## config.mk

```make
export PLATFORM = sky130hd
export DESIGN_NAME = sbdt_top
export DESIGN_NICKNAME = d
export VERILOG_FILES = /design/src/common/sbdt_pkg.sv /design/src/sbdt_top.sv
export VERILOG_INCLUDE_DIRS = /design/src /design/src/common
export SDC_FILE = /design/constraint.sdc
export NUM_CORES = 2
export LEC_CHECK = 0
export BUFFER_PORTS_ARGS = -buffer_cell sky130_fd_sc_hd__buf_2
export CAP_MARGIN = 30
export CORE_MARGIN = 2
export CORE_UTILIZATION = 62
export DETAILED_ROUTE_END_ITERATION = 8
export PLACE_DENSITY = 0.81
export SLEW_MARGIN = 20
export SYNTH_ARGS = -nofsm -noshare
export SYNTH_HDL_FRONTEND = slang
export SYNTH_SLANG_ARGS = --single-unit
```

## constraint.sdc

```tcl
create_clock -name pclk -period 12.45 [get_ports pclk]
set_input_delay 1.245 -clock pclk [delete_from_list [all_inputs] [get_ports pclk]]
set_output_delay 1.245 -clock pclk [all_outputs]
set_load 0.02 [all_outputs]
```

## src/common/sbdt_cfg.svh

```systemverilog
// Register map, field positions, reset values and timing counts
// Assumes 32-bit APB data and a 100 MHz pclk
`ifndef SBDT_CFG_SVH
`define SBDT_CFG_SVH
`define SBDT_CLK_MHZ 100
`define SBDT_TMO_NS 1000
`define SBDT_TMO_CYC ((`SBDT_TMO_NS * `SBDT_CLK_MHZ) / 1000)
`define SBDT_A_CTRL 8'h00
`define SBDT_A_THR 8'h04
`define SBDT_A_HYS 8'h08
`define SBDT_A_TMO 8'h0c
`define SBDT_A_PMIN 8'h10
`define SBDT_A_PMAX 8'h14
`define SBDT_A_TRIG 8'h18
`define SBDT_A_FILT 8'h1c
`define SBDT_A_STAT 8'h20
`define SBDT_A_FCNT 8'h24
`define SBDT_A_FSTART 8'h28
`define SBDT_A_FBIT 8'h2c
`define SBDT_A_WMOSI 8'h30
`define SBDT_A_WMISO 8'h34
`define SBDT_C_EN 0
`define SBDT_C_LSB 1
`define SBDT_C_CPOL 2
`define SBDT_C_CPHA 3
`define SBDT_C_PMOSI 4
`define SBDT_C_PMISO 5
`define SBDT_C_PCS 6
`define SBDT_C_FTMO 7
`define SBDT_C_MOSIA 8
`define SBDT_C_MISOA 9
`define SBDT_C_TT 11:10
`define SBDT_C_WALGN 12
`define SBDT_C_WLEN 20:16
`define SBDT_CTRL_RST 32'h0007_0340
`define SBDT_THR_RST 32'h8080_8080
`define SBDT_F_IMIN 19:8
`define SBDT_F_IMAX 31:20
`define SBDT_F_ERR 6:4
`define SBDT_T_POS 31:16
`endif

```

## src/common/sbdt_pkg.sv

```systemverilog
// Types shared by the link monitor
// Assumes the constants header supplies all numbers
package sbdt_pkg;
  typedef enum logic [1:0] {
    FS_OK = 2'h0, FS_VOID = 2'h1, FS_LEN = 2'h2, FS_INC = 2'h3
  } sbdt_fst_t;
  typedef enum logic [2:0] {
    OP_EQ = 3'h0, OP_NE = 3'h1, OP_LT = 3'h2, OP_LE = 3'h3,
    OP_GT = 3'h4, OP_GE = 3'h5, OP_IN = 3'h6, OP_OUT = 3'h7
  } sbdt_op_t;
  typedef enum logic [1:0] {
    TT_SOF = 2'h0, TT_EOF = 2'h1, TT_MOSI = 2'h2, TT_MISO = 2'h3
  } sbdt_tt_t;
  typedef enum logic [1:0] {ST_IDLE = 2'b01, ST_FRM = 2'b10} sbdt_fsm_t;
  typedef struct packed {
    logic [31:0] mosi;
    logic [31:0] miso;
    logic [15:0] idx;
    logic sel;
  } sbdt_word_t;
  typedef struct packed {
    logic [15:0] idx;
    sbdt_fst_t st;
    logic pass;
    logic [31:0] start;
    logic [15:0] cnt;
    logic [31:0] bitper;
  } sbdt_frame_t;
endpackage : sbdt_pkg

```

## src/sbdt_top.sv

```systemverilog
// Passive monitor of a four-wire serial peripheral link
// Assumes sampled line values arrive unsynchronised; APB on pclk
`timescale 1ns/1ps
`default_nettype none
`include "sbdt_cfg.svh"
module sbdt_top #(
  parameter int SMPW = 8
) (
  input wire logic pclk,
  input wire logic presetn,
  input wire logic [7:0] paddr,
  input wire logic psel,
  input wire logic penable,
  input wire logic pwrite,
  input wire logic [31:0] pwdata,
  output logic [31:0] prdata,
  output logic pready,
  output logic pslverr,
  input wire logic [3:0][SMPW-1:0] line_smp,
  output sbdt_pkg::sbdt_word_t word_o,
  output logic word_stb,
  output sbdt_pkg::sbdt_frame_t frame_o,
  output logic frame_stb,
  output logic trig,
  output logic in_frame
);
  logic [31:0] ctrl_r, thr_r, hys_r, tmo_r, pmin_r, pmax_r, trg_r, filt_r;
  logic [31:0] rdata_r, ts_r, per_cnt_r, per_r;
  logic err_r, word_stb_r, frame_stb_r, trig_r, cs_d_r, sclk_d_r;
  logic [3:0][SMPW-1:0] s1_r, s2_r;
  logic [3:0] lvl_r;
  logic [31:0] mo_sh_r, mi_sh_r, mo_nxt, mi_nxt, mo_val, mi_val;
  logic [5:0] bcnt_r;
  logic [15:0] wcnt_r, btot_r, fidx_r;
  logic [31:0] idle_r, fstart_r;
  sbdt_pkg::sbdt_fsm_t st_r;
  sbdt_pkg::sbdt_word_t word_r;
  sbdt_pkg::sbdt_frame_t frame_r;
  sbdt_pkg::sbdt_fst_t fst;
  sbdt_pkg::sbdt_tt_t tt;
  logic en, lsb, ftmo, walgn, cs_act, mo_bit, mi_bit, rise, fall;
  logic smp_edge, open_f, close_f, cap, word_done, pat_pos, pat_hit;
  logic wr, rd_set, mapped;
  logic [4:0] wm1;
  logic [2:0] err_en;
  logic [15:0] pos;

  function automatic logic [31:0] ord(input logic [31:0] v,
    input logic lf, input logic [4:0] m);
    logic [31:0] r;
    r = '0;
    for (int k = 0; k < 32; k++) begin
      r[k] = v[31-k];
    end
    if (lf) begin
      ord = r >> (5'd31 - m);
    end else begin
      ord = v & (32'hffff_ffff >> (5'd31 - m));
    end
  endfunction : ord

  function automatic logic cmp(input logic [2:0] op,
    input logic [31:0] a, input logic [31:0] lo, input logic [31:0] hi);
    unique case (sbdt_pkg::sbdt_op_t'(op))
      sbdt_pkg::OP_EQ: cmp = (a == lo);
      sbdt_pkg::OP_NE: cmp = (a != lo);
      sbdt_pkg::OP_LT: cmp = (a < lo);
      sbdt_pkg::OP_LE: cmp = (a <= lo);
      sbdt_pkg::OP_GT: cmp = (a > lo);
      sbdt_pkg::OP_GE: cmp = (a >= lo);
      sbdt_pkg::OP_IN: cmp = (a >= lo) && (a <= hi);
      sbdt_pkg::OP_OUT: cmp = (a < lo) || (a > hi);
    endcase
  endfunction : cmp

  assign en = ctrl_r[`SBDT_C_EN];
  assign lsb = ctrl_r[`SBDT_C_LSB];
  assign ftmo = ctrl_r[`SBDT_C_FTMO];
  assign walgn = ctrl_r[`SBDT_C_WALGN];
  assign wm1 = ctrl_r[`SBDT_C_WLEN];
  assign tt = sbdt_pkg::sbdt_tt_t'(ctrl_r[`SBDT_C_TT]);
  assign pos = trg_r[`SBDT_T_POS];
  assign err_en = filt_r[`SBDT_F_ERR];

  // Two-stage sync, then threshold with hysteresis per line
  for (genvar i = 0; i < 4; i++) begin : g_line
    logic [SMPW:0] hi_th;
    logic [SMPW-1:0] lo_th;
    assign hi_th = {1'b0, thr_r[8*i+:SMPW]} + {1'b0, hys_r[8*i+:SMPW]};
    assign lo_th = (thr_r[8*i+:SMPW] > hys_r[8*i+:SMPW]) ?
      thr_r[8*i+:SMPW] - hys_r[8*i+:SMPW] : '0;
    always_ff @(posedge pclk or negedge presetn) begin
      if (!presetn) begin
        s1_r[i] <= '0;
        s2_r[i] <= '0;
        lvl_r[i] <= 1'b0;
      end else begin
        s1_r[i] <= line_smp[i];
        s2_r[i] <= s1_r[i];
        if (!lvl_r[i] && ({1'b0, s2_r[i]} > hi_th)) begin
          lvl_r[i] <= 1'b1;
        end else if (lvl_r[i] && (s2_r[i] <= lo_th)) begin
          lvl_r[i] <= 1'b0;
        end
      end
    end
    lvl_hi_a: assert property (@(posedge pclk) disable iff (!presetn)
      !lvl_r[i] && ({1'b0, s2_r[i]} > hi_th) |=> lvl_r[i])
      else $error("Line not high above threshold");
  end

  // Line 0 clock, 1 main-out, 2 main-in, 3 select
  assign mo_bit = lvl_r[1] ^ ctrl_r[`SBDT_C_PMOSI];
  assign mi_bit = lvl_r[2] ^ ctrl_r[`SBDT_C_PMISO];
  assign cs_act = lvl_r[3] ^ ctrl_r[`SBDT_C_PCS];
  assign rise = lvl_r[0] & ~sclk_d_r;
  assign fall = ~lvl_r[0] & sclk_d_r;
  // Modes 0 and 3 sample rising, 1 and 2 falling
  assign smp_edge = (ctrl_r[`SBDT_C_CPOL] ^ ctrl_r[`SBDT_C_CPHA]) ?
    fall : rise;

  assign open_f = en && (st_r == sbdt_pkg::ST_IDLE) &&
    (ftmo ? smp_edge : (cs_act && !cs_d_r));
  assign close_f = (st_r == sbdt_pkg::ST_FRM) && (!en ||
    (ftmo ? (idle_r >= tmo_r) : !cs_act));
  assign cap = smp_edge && en && !close_f &&
    ((st_r == sbdt_pkg::ST_FRM) || open_f);
  assign word_done = cap && (bcnt_r[4:0] == wm1);
  assign mo_nxt = {mo_sh_r[30:0], mo_bit};
  assign mi_nxt = {mi_sh_r[30:0], mi_bit};
  assign mo_val = ord(mo_nxt, lsb, wm1);
  assign mi_val = ord(mi_nxt, lsb, wm1);

  always_ff @(posedge pclk or negedge presetn) begin
    if (!presetn) begin
      sclk_d_r <= 1'b0;
      cs_d_r <= 1'b0;
      ts_r <= '0;
    end else begin
      sclk_d_r <= lvl_r[0];
      cs_d_r <= cs_act;
      ts_r <= ts_r + 32'h1;
    end
  end

  // Clock idle time, saturating
  always_ff @(posedge pclk or negedge presetn) begin
    if (!presetn) begin
      idle_r <= '0;
    end else if (rise || fall) begin
      idle_r <= '0;
    end else if (idle_r != 32'hffff_ffff) begin
      idle_r <= idle_r + 32'h1;
    end
  end

  always_ff @(posedge pclk or negedge presetn) begin
    if (!presetn) begin
      st_r <= sbdt_pkg::ST_IDLE;
    end else begin
      unique case (st_r)
        sbdt_pkg::ST_IDLE: if (open_f) st_r <= sbdt_pkg::ST_FRM;
        sbdt_pkg::ST_FRM: if (close_f) st_r <= sbdt_pkg::ST_IDLE;
        default: st_r <= sbdt_pkg::ST_IDLE;
      endcase
    end
  end
  assign in_frame = (st_r == sbdt_pkg::ST_FRM);

  // Bit shifting and word counting
  always_ff @(posedge pclk or negedge presetn) begin
    if (!presetn) begin
      mo_sh_r <= '0;
      mi_sh_r <= '0;
      bcnt_r <= '0;
      wcnt_r <= '0;
      btot_r <= '0;
    end else begin
      if (open_f) begin
        bcnt_r <= '0;
        wcnt_r <= '0;
        btot_r <= '0;
      end
      if (cap) begin
        mo_sh_r <= mo_nxt;
        mi_sh_r <= mi_nxt;
        btot_r <= (open_f ? 16'h0 : btot_r) + 16'h1;
        bcnt_r <= word_done ? 6'h0 : (open_f ? 6'h0 : bcnt_r) + 6'h1;
      end
      if (word_done) begin
        wcnt_r <= (open_f ? 16'h0 : wcnt_r) + 16'h1;
      end
    end
  end

  word_len_a: assert property (@(posedge pclk) disable iff (!presetn)
    cap && !open_f && (bcnt_r[4:0] == wm1) |=> word_stb_r && (bcnt_r == 6'h0))
    else $error("Word not closed at configured length");

  // Word report with index filter
  always_ff @(posedge pclk or negedge presetn) begin
    if (!presetn) begin
      word_r <= '0;
      word_stb_r <= 1'b0;
    end else begin
      word_stb_r <= word_done;
      if (word_done) begin
        word_r.mosi <= mo_val;
        word_r.miso <= mi_val;
        word_r.idx <= open_f ? 16'h0 : wcnt_r;
        word_r.sel <= cmp(filt_r[2:0], {16'h0, open_f ? 16'h0 : wcnt_r},
          {20'h0, filt_r[`SBDT_F_IMIN]},
          {20'h0, filt_r[`SBDT_F_IMAX]});
      end
    end
  end
  assign word_o = word_r;
  assign word_stb = word_stb_r;

  // Pattern search on the assigned data line
  assign pat_pos = walgn ?
    (word_done && ((open_f ? 16'h0 : wcnt_r) >= pos)) :
    (cap && ({1'b0, open_f ? 16'h0 : btot_r} >=
      {1'b0, pos} + {12'h0, wm1}));
  assign pat_hit = pat_pos && (
    (tt == sbdt_pkg::TT_MOSI && ctrl_r[`SBDT_C_MOSIA] &&
      cmp(trg_r[2:0], mo_val, pmin_r, pmax_r)) ||
    (tt == sbdt_pkg::TT_MISO && ctrl_r[`SBDT_C_MISOA] &&
      cmp(trg_r[2:0], mi_val, pmin_r, pmax_r)));

  always_ff @(posedge pclk or negedge presetn) begin
    if (!presetn) begin
      trig_r <= 1'b0;
    end else begin
      trig_r <= (tt == sbdt_pkg::TT_SOF && open_f) ||
        (tt == sbdt_pkg::TT_EOF && close_f) || pat_hit;
    end
  end
  assign trig = trig_r;

  sof_trig_a: assert property (@(posedge pclk) disable iff (!presetn)
    open_f && tt == sbdt_pkg::TT_SOF |=> trig_r ##1 !trig_r [*1])
    else $error("No start trigger");
  eof_trig_a: assert property (@(posedge pclk) disable iff (!presetn)
    close_f && tt == sbdt_pkg::TT_EOF |=> trig_r && frame_stb_r)
    else $error("No end trigger with frame report");
  cs_open_a: assert property (@(posedge pclk) disable iff (!presetn)
    en && !ftmo && st_r == sbdt_pkg::ST_IDLE && cs_act && !cs_d_r
    |=> in_frame)
    else $error("Select did not open frame");
  tmo_close_a: assert property (@(posedge pclk) disable iff (!presetn)
    in_frame && ftmo && idle_r >= tmo_r |=> !in_frame && frame_stb_r)
    else $error("Idle timeout did not close frame");

  // Bit period between sampling slopes
  always_ff @(posedge pclk or negedge presetn) begin
    if (!presetn) begin
      per_cnt_r <= '0;
      per_r <= '0;
    end else if (cap) begin
      per_cnt_r <= 32'h1;
      if (!open_f && btot_r != 16'h0) per_r <= per_cnt_r;
    end else begin
      per_cnt_r <= per_cnt_r + 32'h1;
    end
  end

  // Frame close report and error class
  always_comb begin
    if (!en) fst = sbdt_pkg::FS_INC;
    else if (wcnt_r == 16'h0) fst = sbdt_pkg::FS_VOID;
    else if (bcnt_r != 6'h0) fst = sbdt_pkg::FS_LEN;
    else fst = sbdt_pkg::FS_OK;
  end

  always_ff @(posedge pclk or negedge presetn) begin
    if (!presetn) begin
      frame_r <= '0;
      frame_stb_r <= 1'b0;
      fidx_r <= '0;
      fstart_r <= '0;
    end else begin
      frame_stb_r <= close_f;
      if (open_f) fstart_r <= ts_r;
      if (close_f) begin
        fidx_r <= fidx_r + 16'h1;
        frame_r.idx <= fidx_r;
        frame_r.st <= fst;
        frame_r.pass <= (fst == sbdt_pkg::FS_OK) ||
          err_en[fst - 2'h1];
        frame_r.start <= fstart_r;
        frame_r.cnt <= wcnt_r;
        frame_r.bitper <= per_r;
      end
    end
  end
  assign frame_o = frame_r;
  assign frame_stb = frame_stb_r;

  void_a: assert property (@(posedge pclk) disable iff (!presetn)
    close_f && en && wcnt_r == 16'h0 |=> frame_o.st == sbdt_pkg::FS_VOID)
    else $error("Empty frame not void");
  len_a: assert property (@(posedge pclk) disable iff (!presetn)
    close_f && en && wcnt_r != 16'h0 && bcnt_r != 6'h0
    |=> frame_o.st == sbdt_pkg::FS_LEN && frame_o.cnt == $past(wcnt_r))
    else $error("Partial word not a length error");

  // APB slave: read data captured in setup, zero wait states
  assign wr = psel && penable && pwrite;
  assign rd_set = psel && !penable;
  always_comb begin
    mapped = (paddr <= `SBDT_A_WMISO) && (paddr[1:0] == 2'h0);
  end
  assign pready = 1'b1;
  assign pslverr = psel && penable && err_r;
  assign prdata = rdata_r;

  always_ff @(posedge pclk or negedge presetn) begin
    if (!presetn) begin
      rdata_r <= '0;
      err_r <= 1'b0;
    end else if (rd_set) begin
      err_r <= !mapped;
      unique case (paddr)
        `SBDT_A_CTRL: rdata_r <= ctrl_r;
        `SBDT_A_THR: rdata_r <= thr_r;
        `SBDT_A_HYS: rdata_r <= hys_r;
        `SBDT_A_TMO: rdata_r <= tmo_r;
        `SBDT_A_PMIN: rdata_r <= pmin_r;
        `SBDT_A_PMAX: rdata_r <= pmax_r;
        `SBDT_A_TRIG: rdata_r <= trg_r;
        `SBDT_A_FILT: rdata_r <= filt_r;
        `SBDT_A_STAT: rdata_r <= {28'h0, frame_r.pass, frame_r.st, in_frame};
        `SBDT_A_FCNT: rdata_r <= {frame_r.idx, frame_r.cnt};
        `SBDT_A_FSTART: rdata_r <= frame_r.start;
        `SBDT_A_FBIT: rdata_r <= frame_r.bitper;
        `SBDT_A_WMOSI: rdata_r <= word_r.mosi;
        `SBDT_A_WMISO: rdata_r <= word_r.miso;
        default: rdata_r <= '0;
      endcase
    end
  end

  always_ff @(posedge pclk or negedge presetn) begin
    if (!presetn) begin
      ctrl_r <= `SBDT_CTRL_RST;
      thr_r <= `SBDT_THR_RST;
      hys_r <= '0;
      tmo_r <= `SBDT_TMO_CYC;
      pmin_r <= '0;
      pmax_r <= '0;
      trg_r <= '0;
      filt_r <= '0;
    end else if (wr) begin
      unique case (paddr)
        `SBDT_A_CTRL: ctrl_r <= pwdata;
        `SBDT_A_THR: thr_r <= pwdata;
        `SBDT_A_HYS: hys_r <= pwdata;
        `SBDT_A_TMO: tmo_r <= pwdata;
        `SBDT_A_PMIN: pmin_r <= pwdata;
        `SBDT_A_PMAX: pmax_r <= pwdata;
        `SBDT_A_TRIG: trg_r <= pwdata;
        `SBDT_A_FILT: filt_r <= pwdata;
        default: ;
      endcase
    end
  end
endmodule : sbdt_top
`default_nettype wire

```

==> results.py <==
metrics = {
    "outcome": {
        "outcome": "completed",
    },
    "clock_network": {
        "max-clock-path-buffers": 3,
        "htree_levels": 3,
        "numCtsBuffers": 88,
        "cts_setup_buffers": 0,
        "cts_tree": "built",
        "cts-root-buf": "clkbuf_16",
        "path_clk_slew_ns": 0.06,
        "cts.sinks": 820,
        "hold_buffers": 0,
        "clock_latency_ns": 0.67,
        "cts_resized": 0,
    },
    "routing": {
        "num_vias": 39850,
        "via_per_inst": 6.764,
        "drt-total-wl_um": 168600,
        "post-route-drc-count": 0,
        "drt_first_pass_iters": 6,
        "drt_iter0_drc": 5359,
        "wl_per_cell_um": 28.61,
        "ant_nets": 0,
    },
    "synthesis": {
        "synth_top_area_share_pct": 42.51,
        "yosys-top-cells-area": "dfrtp_1 43%, ha_1 9.5%, mux2_2 9.3%",
        "syn_avg_cell_area_um2": 10.30,
        "synth-edff-count": 0,
        "synth_fp_nets": 5051,
        "synthCells": 4606,
        "synth_seq_cells": 820,
        "yosysTopAreaCell": "dfrtp_1",
        "synth-seq-area-share_pct": 43.28,
        "async_reset_ff_share_pct": 100.0,
        "ys.flop_type": "dfrtp_1",
        "yosysWarningCount": 0,
        "ys_types": 79,
        "syn_area_um2": 47450,
    },
    "timing": {
        "max_slew.worst_pin.slew_ns": 1.036,
        "fin_crit_ns": 6.426,
        "slew_headroom_pct": 30.31,
        "max_freq_mhz": 155.6,
        "clock-skew-final_ns": 0.03251,
        "hold_viol": 0,
        "rsz0062_at_grt": "no",
        "setup_viol": 0,
        "setup-tns-final_ns": 0,
        "setup_slack_ns": 6.024,
        "hold_slack_ns": 0.3472,
        "final_max_slew_viol_count": 0,
        "post-route-period-util_pct": 51.62,
    },
    "setup_path": {
        "max_stage_delay_ns": 0.96,
        "path_max_fanout": 56,
        "end_kind": "register",
        "critPathKind": "register to register",
        "worstPathArrival_ns": 6.96,
        "crit_slowest_cell": "dfstp_4",
        "crit_required_ns": 12.99,
        "worstSetupStartpointType": "register",
        "cp_cell_sequence": "buf_4 -> mux2i_1 -> nand2_1 -> o21ai_0 -> mux2i_1 -> o21ai_0 -> or2_2 -> a21boi_0 -> ha_1 -> nand4_1 -> nor4_1 -> nand2_1 -> xnor2_1 -> nor3_1 -> a21oi_1 -> o311a_1 -> a32oi_1 -> o22ai_1",
    },
    "power": {
        "p_switching_uw": 1552,
        "pwr-share-comb_pct": 8.0,
        "p_per_area_nw_per_um2": 116.3,
        "p_leak_uw": 0.02647,
        "p_int_uw": 4627,
        "vdd_drop_max_uv": 169.6,
        "power_frac_seq_pct": 44.8,
        "p_sw_share_pct": 25.11,
        "clkPwrFrac_pct": 47.2,
        "finalPower_uw": 6179,
    },
    "placement": {
        "dp_hpwl_um": 122500,
        "gp_congestion": 1.013,
        "post-place-cells": 5713,
        "io_buffers": 293,
        "pre_cts_slack_ns": 6.243,
    },
    "layout": {
        "finalNetCount": 5273,
        "area.growth.synth_to_final_pct": 12.01,
        "multi_input_area_um2": 25170,
        "nFillCells": 5552,
        "drive_gt1_share_pct": 19.98,
        "largest_reg_flops": 99,
        "register_area_um2": 20540,
        "stdcell_count": 5891,
    },
    "global_route": {
        "grt.overflow.total": 0,
        "antenna_found_initial": 15,
        "grt_max_degree": 101,
        "grt_use_met1_pct": 54.42,
        "busiest_layer": "met2",
        "grt_pass1_vias": 38850,
        "met2_usage_pct": 62.49,
        "grt_pass1_wl_um": 248900,
        "grt_use_total_pct": 42.63,
        "gr-usage-met3_pct": 14.64,
    },
    "floorplanning": {
        "core.rowCount": 101,
        "die_w_um": 280.6,
        "initial_core_util_pct": 62.58,
        "fp.dieH_um": 280.6,
        "core_area_um2": 75820,
        "die_area_um2": 78760,
        "ios": 295,
    },
    "job": {
        "maxCapViolCount": 0,
    },
    "worst_hold_path": {
        "hp-class": "register to register",
    },
}
-- placed cells by master (no fill, tap or decap), types with 70 or more instances in the layout --
master / instances
nand3_1: 95
a21oi_1: 182
xnor2_1: 139
nor2_1: 165
mux2_2: 390
dfrtp_1: 803
mux2i_1: 97
o21ai_0: 167
buf_2: 292
inv_1: 244
mux2_1: 70
nand4_1: 96
clkbuf_16: 89
nand2_1: 644
a21o_1: 73
a221oi_1: 72
ha_1: 359
-- logic make-up after synthesis --
group                      synth area share [%]
AOI/OAI and AO/OA                         11.69
xor gates and xnor gates                  3.600
adders and majority gates                 9.847
buffers and inverters                     3.903
DFF                                       43.28
muxes                                     14.48
other                                  0.007904
and+or+nand+nor                           13.19
-- metrics by stage --
stage / utilization (%) / cell area, um^2
2_1_floorplan: - / 47450
3_3_place_gp: 65.60 / 49740
3_5_place_dp: 65.70 / 49820
4_1_cts: 69.96 / 53050
5_1_grt: 70.07 / 53130
6_report: 70.09 / 53150
-- power groups by stage --
stage	registers [uW]	clock network, uW	logic (uW)
2_1_floorplan	2780	0	279
3_3_place_gp	2810	0	465
3_5_place_dp	2810	0	476
4_1_cts	2760	2920	481
5_1_grt	2770	3040	536
6_report	2770	2920	495
-- per-layer routing --
| layer | share of wire [%] | vias up |
|---|---|---|
| met5 | 0.075 | - |
| met4 | 7.3 | 14 |
| met3 | 13 | 715 |
| met2 | 43 | 2675 |
| met1 | 37 | 19590 |
| li1 | - | 16850 |
-- critical path, delay by kind of cell (launching register included) --
| family | cells | cell delay (ns) |
|---|---|---|
| AND/OR/NAND/NOR | 6 | 1.80 |
| AO/OA/AOI/OAI | 7 | 1.74 |
| XOR/XNOR | 1 | 0.18 |
| flip-flops | 1 | 0.96 |
| adder cells (fa/ha/maj) | 1 | 0.25 |
| buffers and inverters | 1 | 0.74 |
| multiplexers | 2 | 0.54 |
-- area by class of cell --
| class | instances | area share [%] |
|---|---|---|
| inverter | 246 | 1.740 |
| antenna | 12 | 0.05650 |
| timing repair buffer | 353 | 3.809 |
| sequential | 820 | 38.66 |
| clock buffer | 123 | 4.789 |
| tap | 978 | 2.302 |
| multi-input combinational | 3319 | 47.36 |
| clock inverter | 40 | 1.290 |
-- synth_stat cells (12+ instances only) --
cell / count
nor2b_1: 50
nor3_1: 36
a31oi_1: 45
mux4_2: 32
a21oi_1: 183
xor2_1: 56
dfrtp_1: 806
a21boi_0: 18
o22ai_1: 17
nand2b_1: 25
nand4_1: 96
nand3_1: 95
xnor2_1: 139
buf_2: 31
a22oi_1: 51
dfstp_2: 14
and2_1: 57
ha_1: 359
inv_1: 245
clkbuf_1: 120
o21ai_0: 167
mux2_1: 70
and3_1: 64
o211ai_1: 21
nor2_1: 175
mux2i_1: 97
buf_4: 12
a21o_1: 74
a22o_1: 52
mux2_2: 390
and4_1: 13
o21bai_1: 18
o21a_1: 37
a221oi_1: 72
buf_1: 56
nor4_1: 27
nand2_1: 646
-- worst paths after layout --
check / start / endpoint / slack [ns] / depth (start not counted)
min in group asynchronous: presetn / s1_r[11] / 0.59 / 1
max reg2reg: ctrl_r[17] / trig / 6.02 / 18
min: s1_r[5] / s2_r[5] / 0.35 / 0
max in group asynchronous: presetn / frame_o[49] / 9.61 / 4
min reg2reg: s1_r[5] / s2_r[5] / 0.35 / 0
max: ctrl_r[17] / trig / 6.02 / 18
Note: power is estimated with default switching activity, not from simulation.
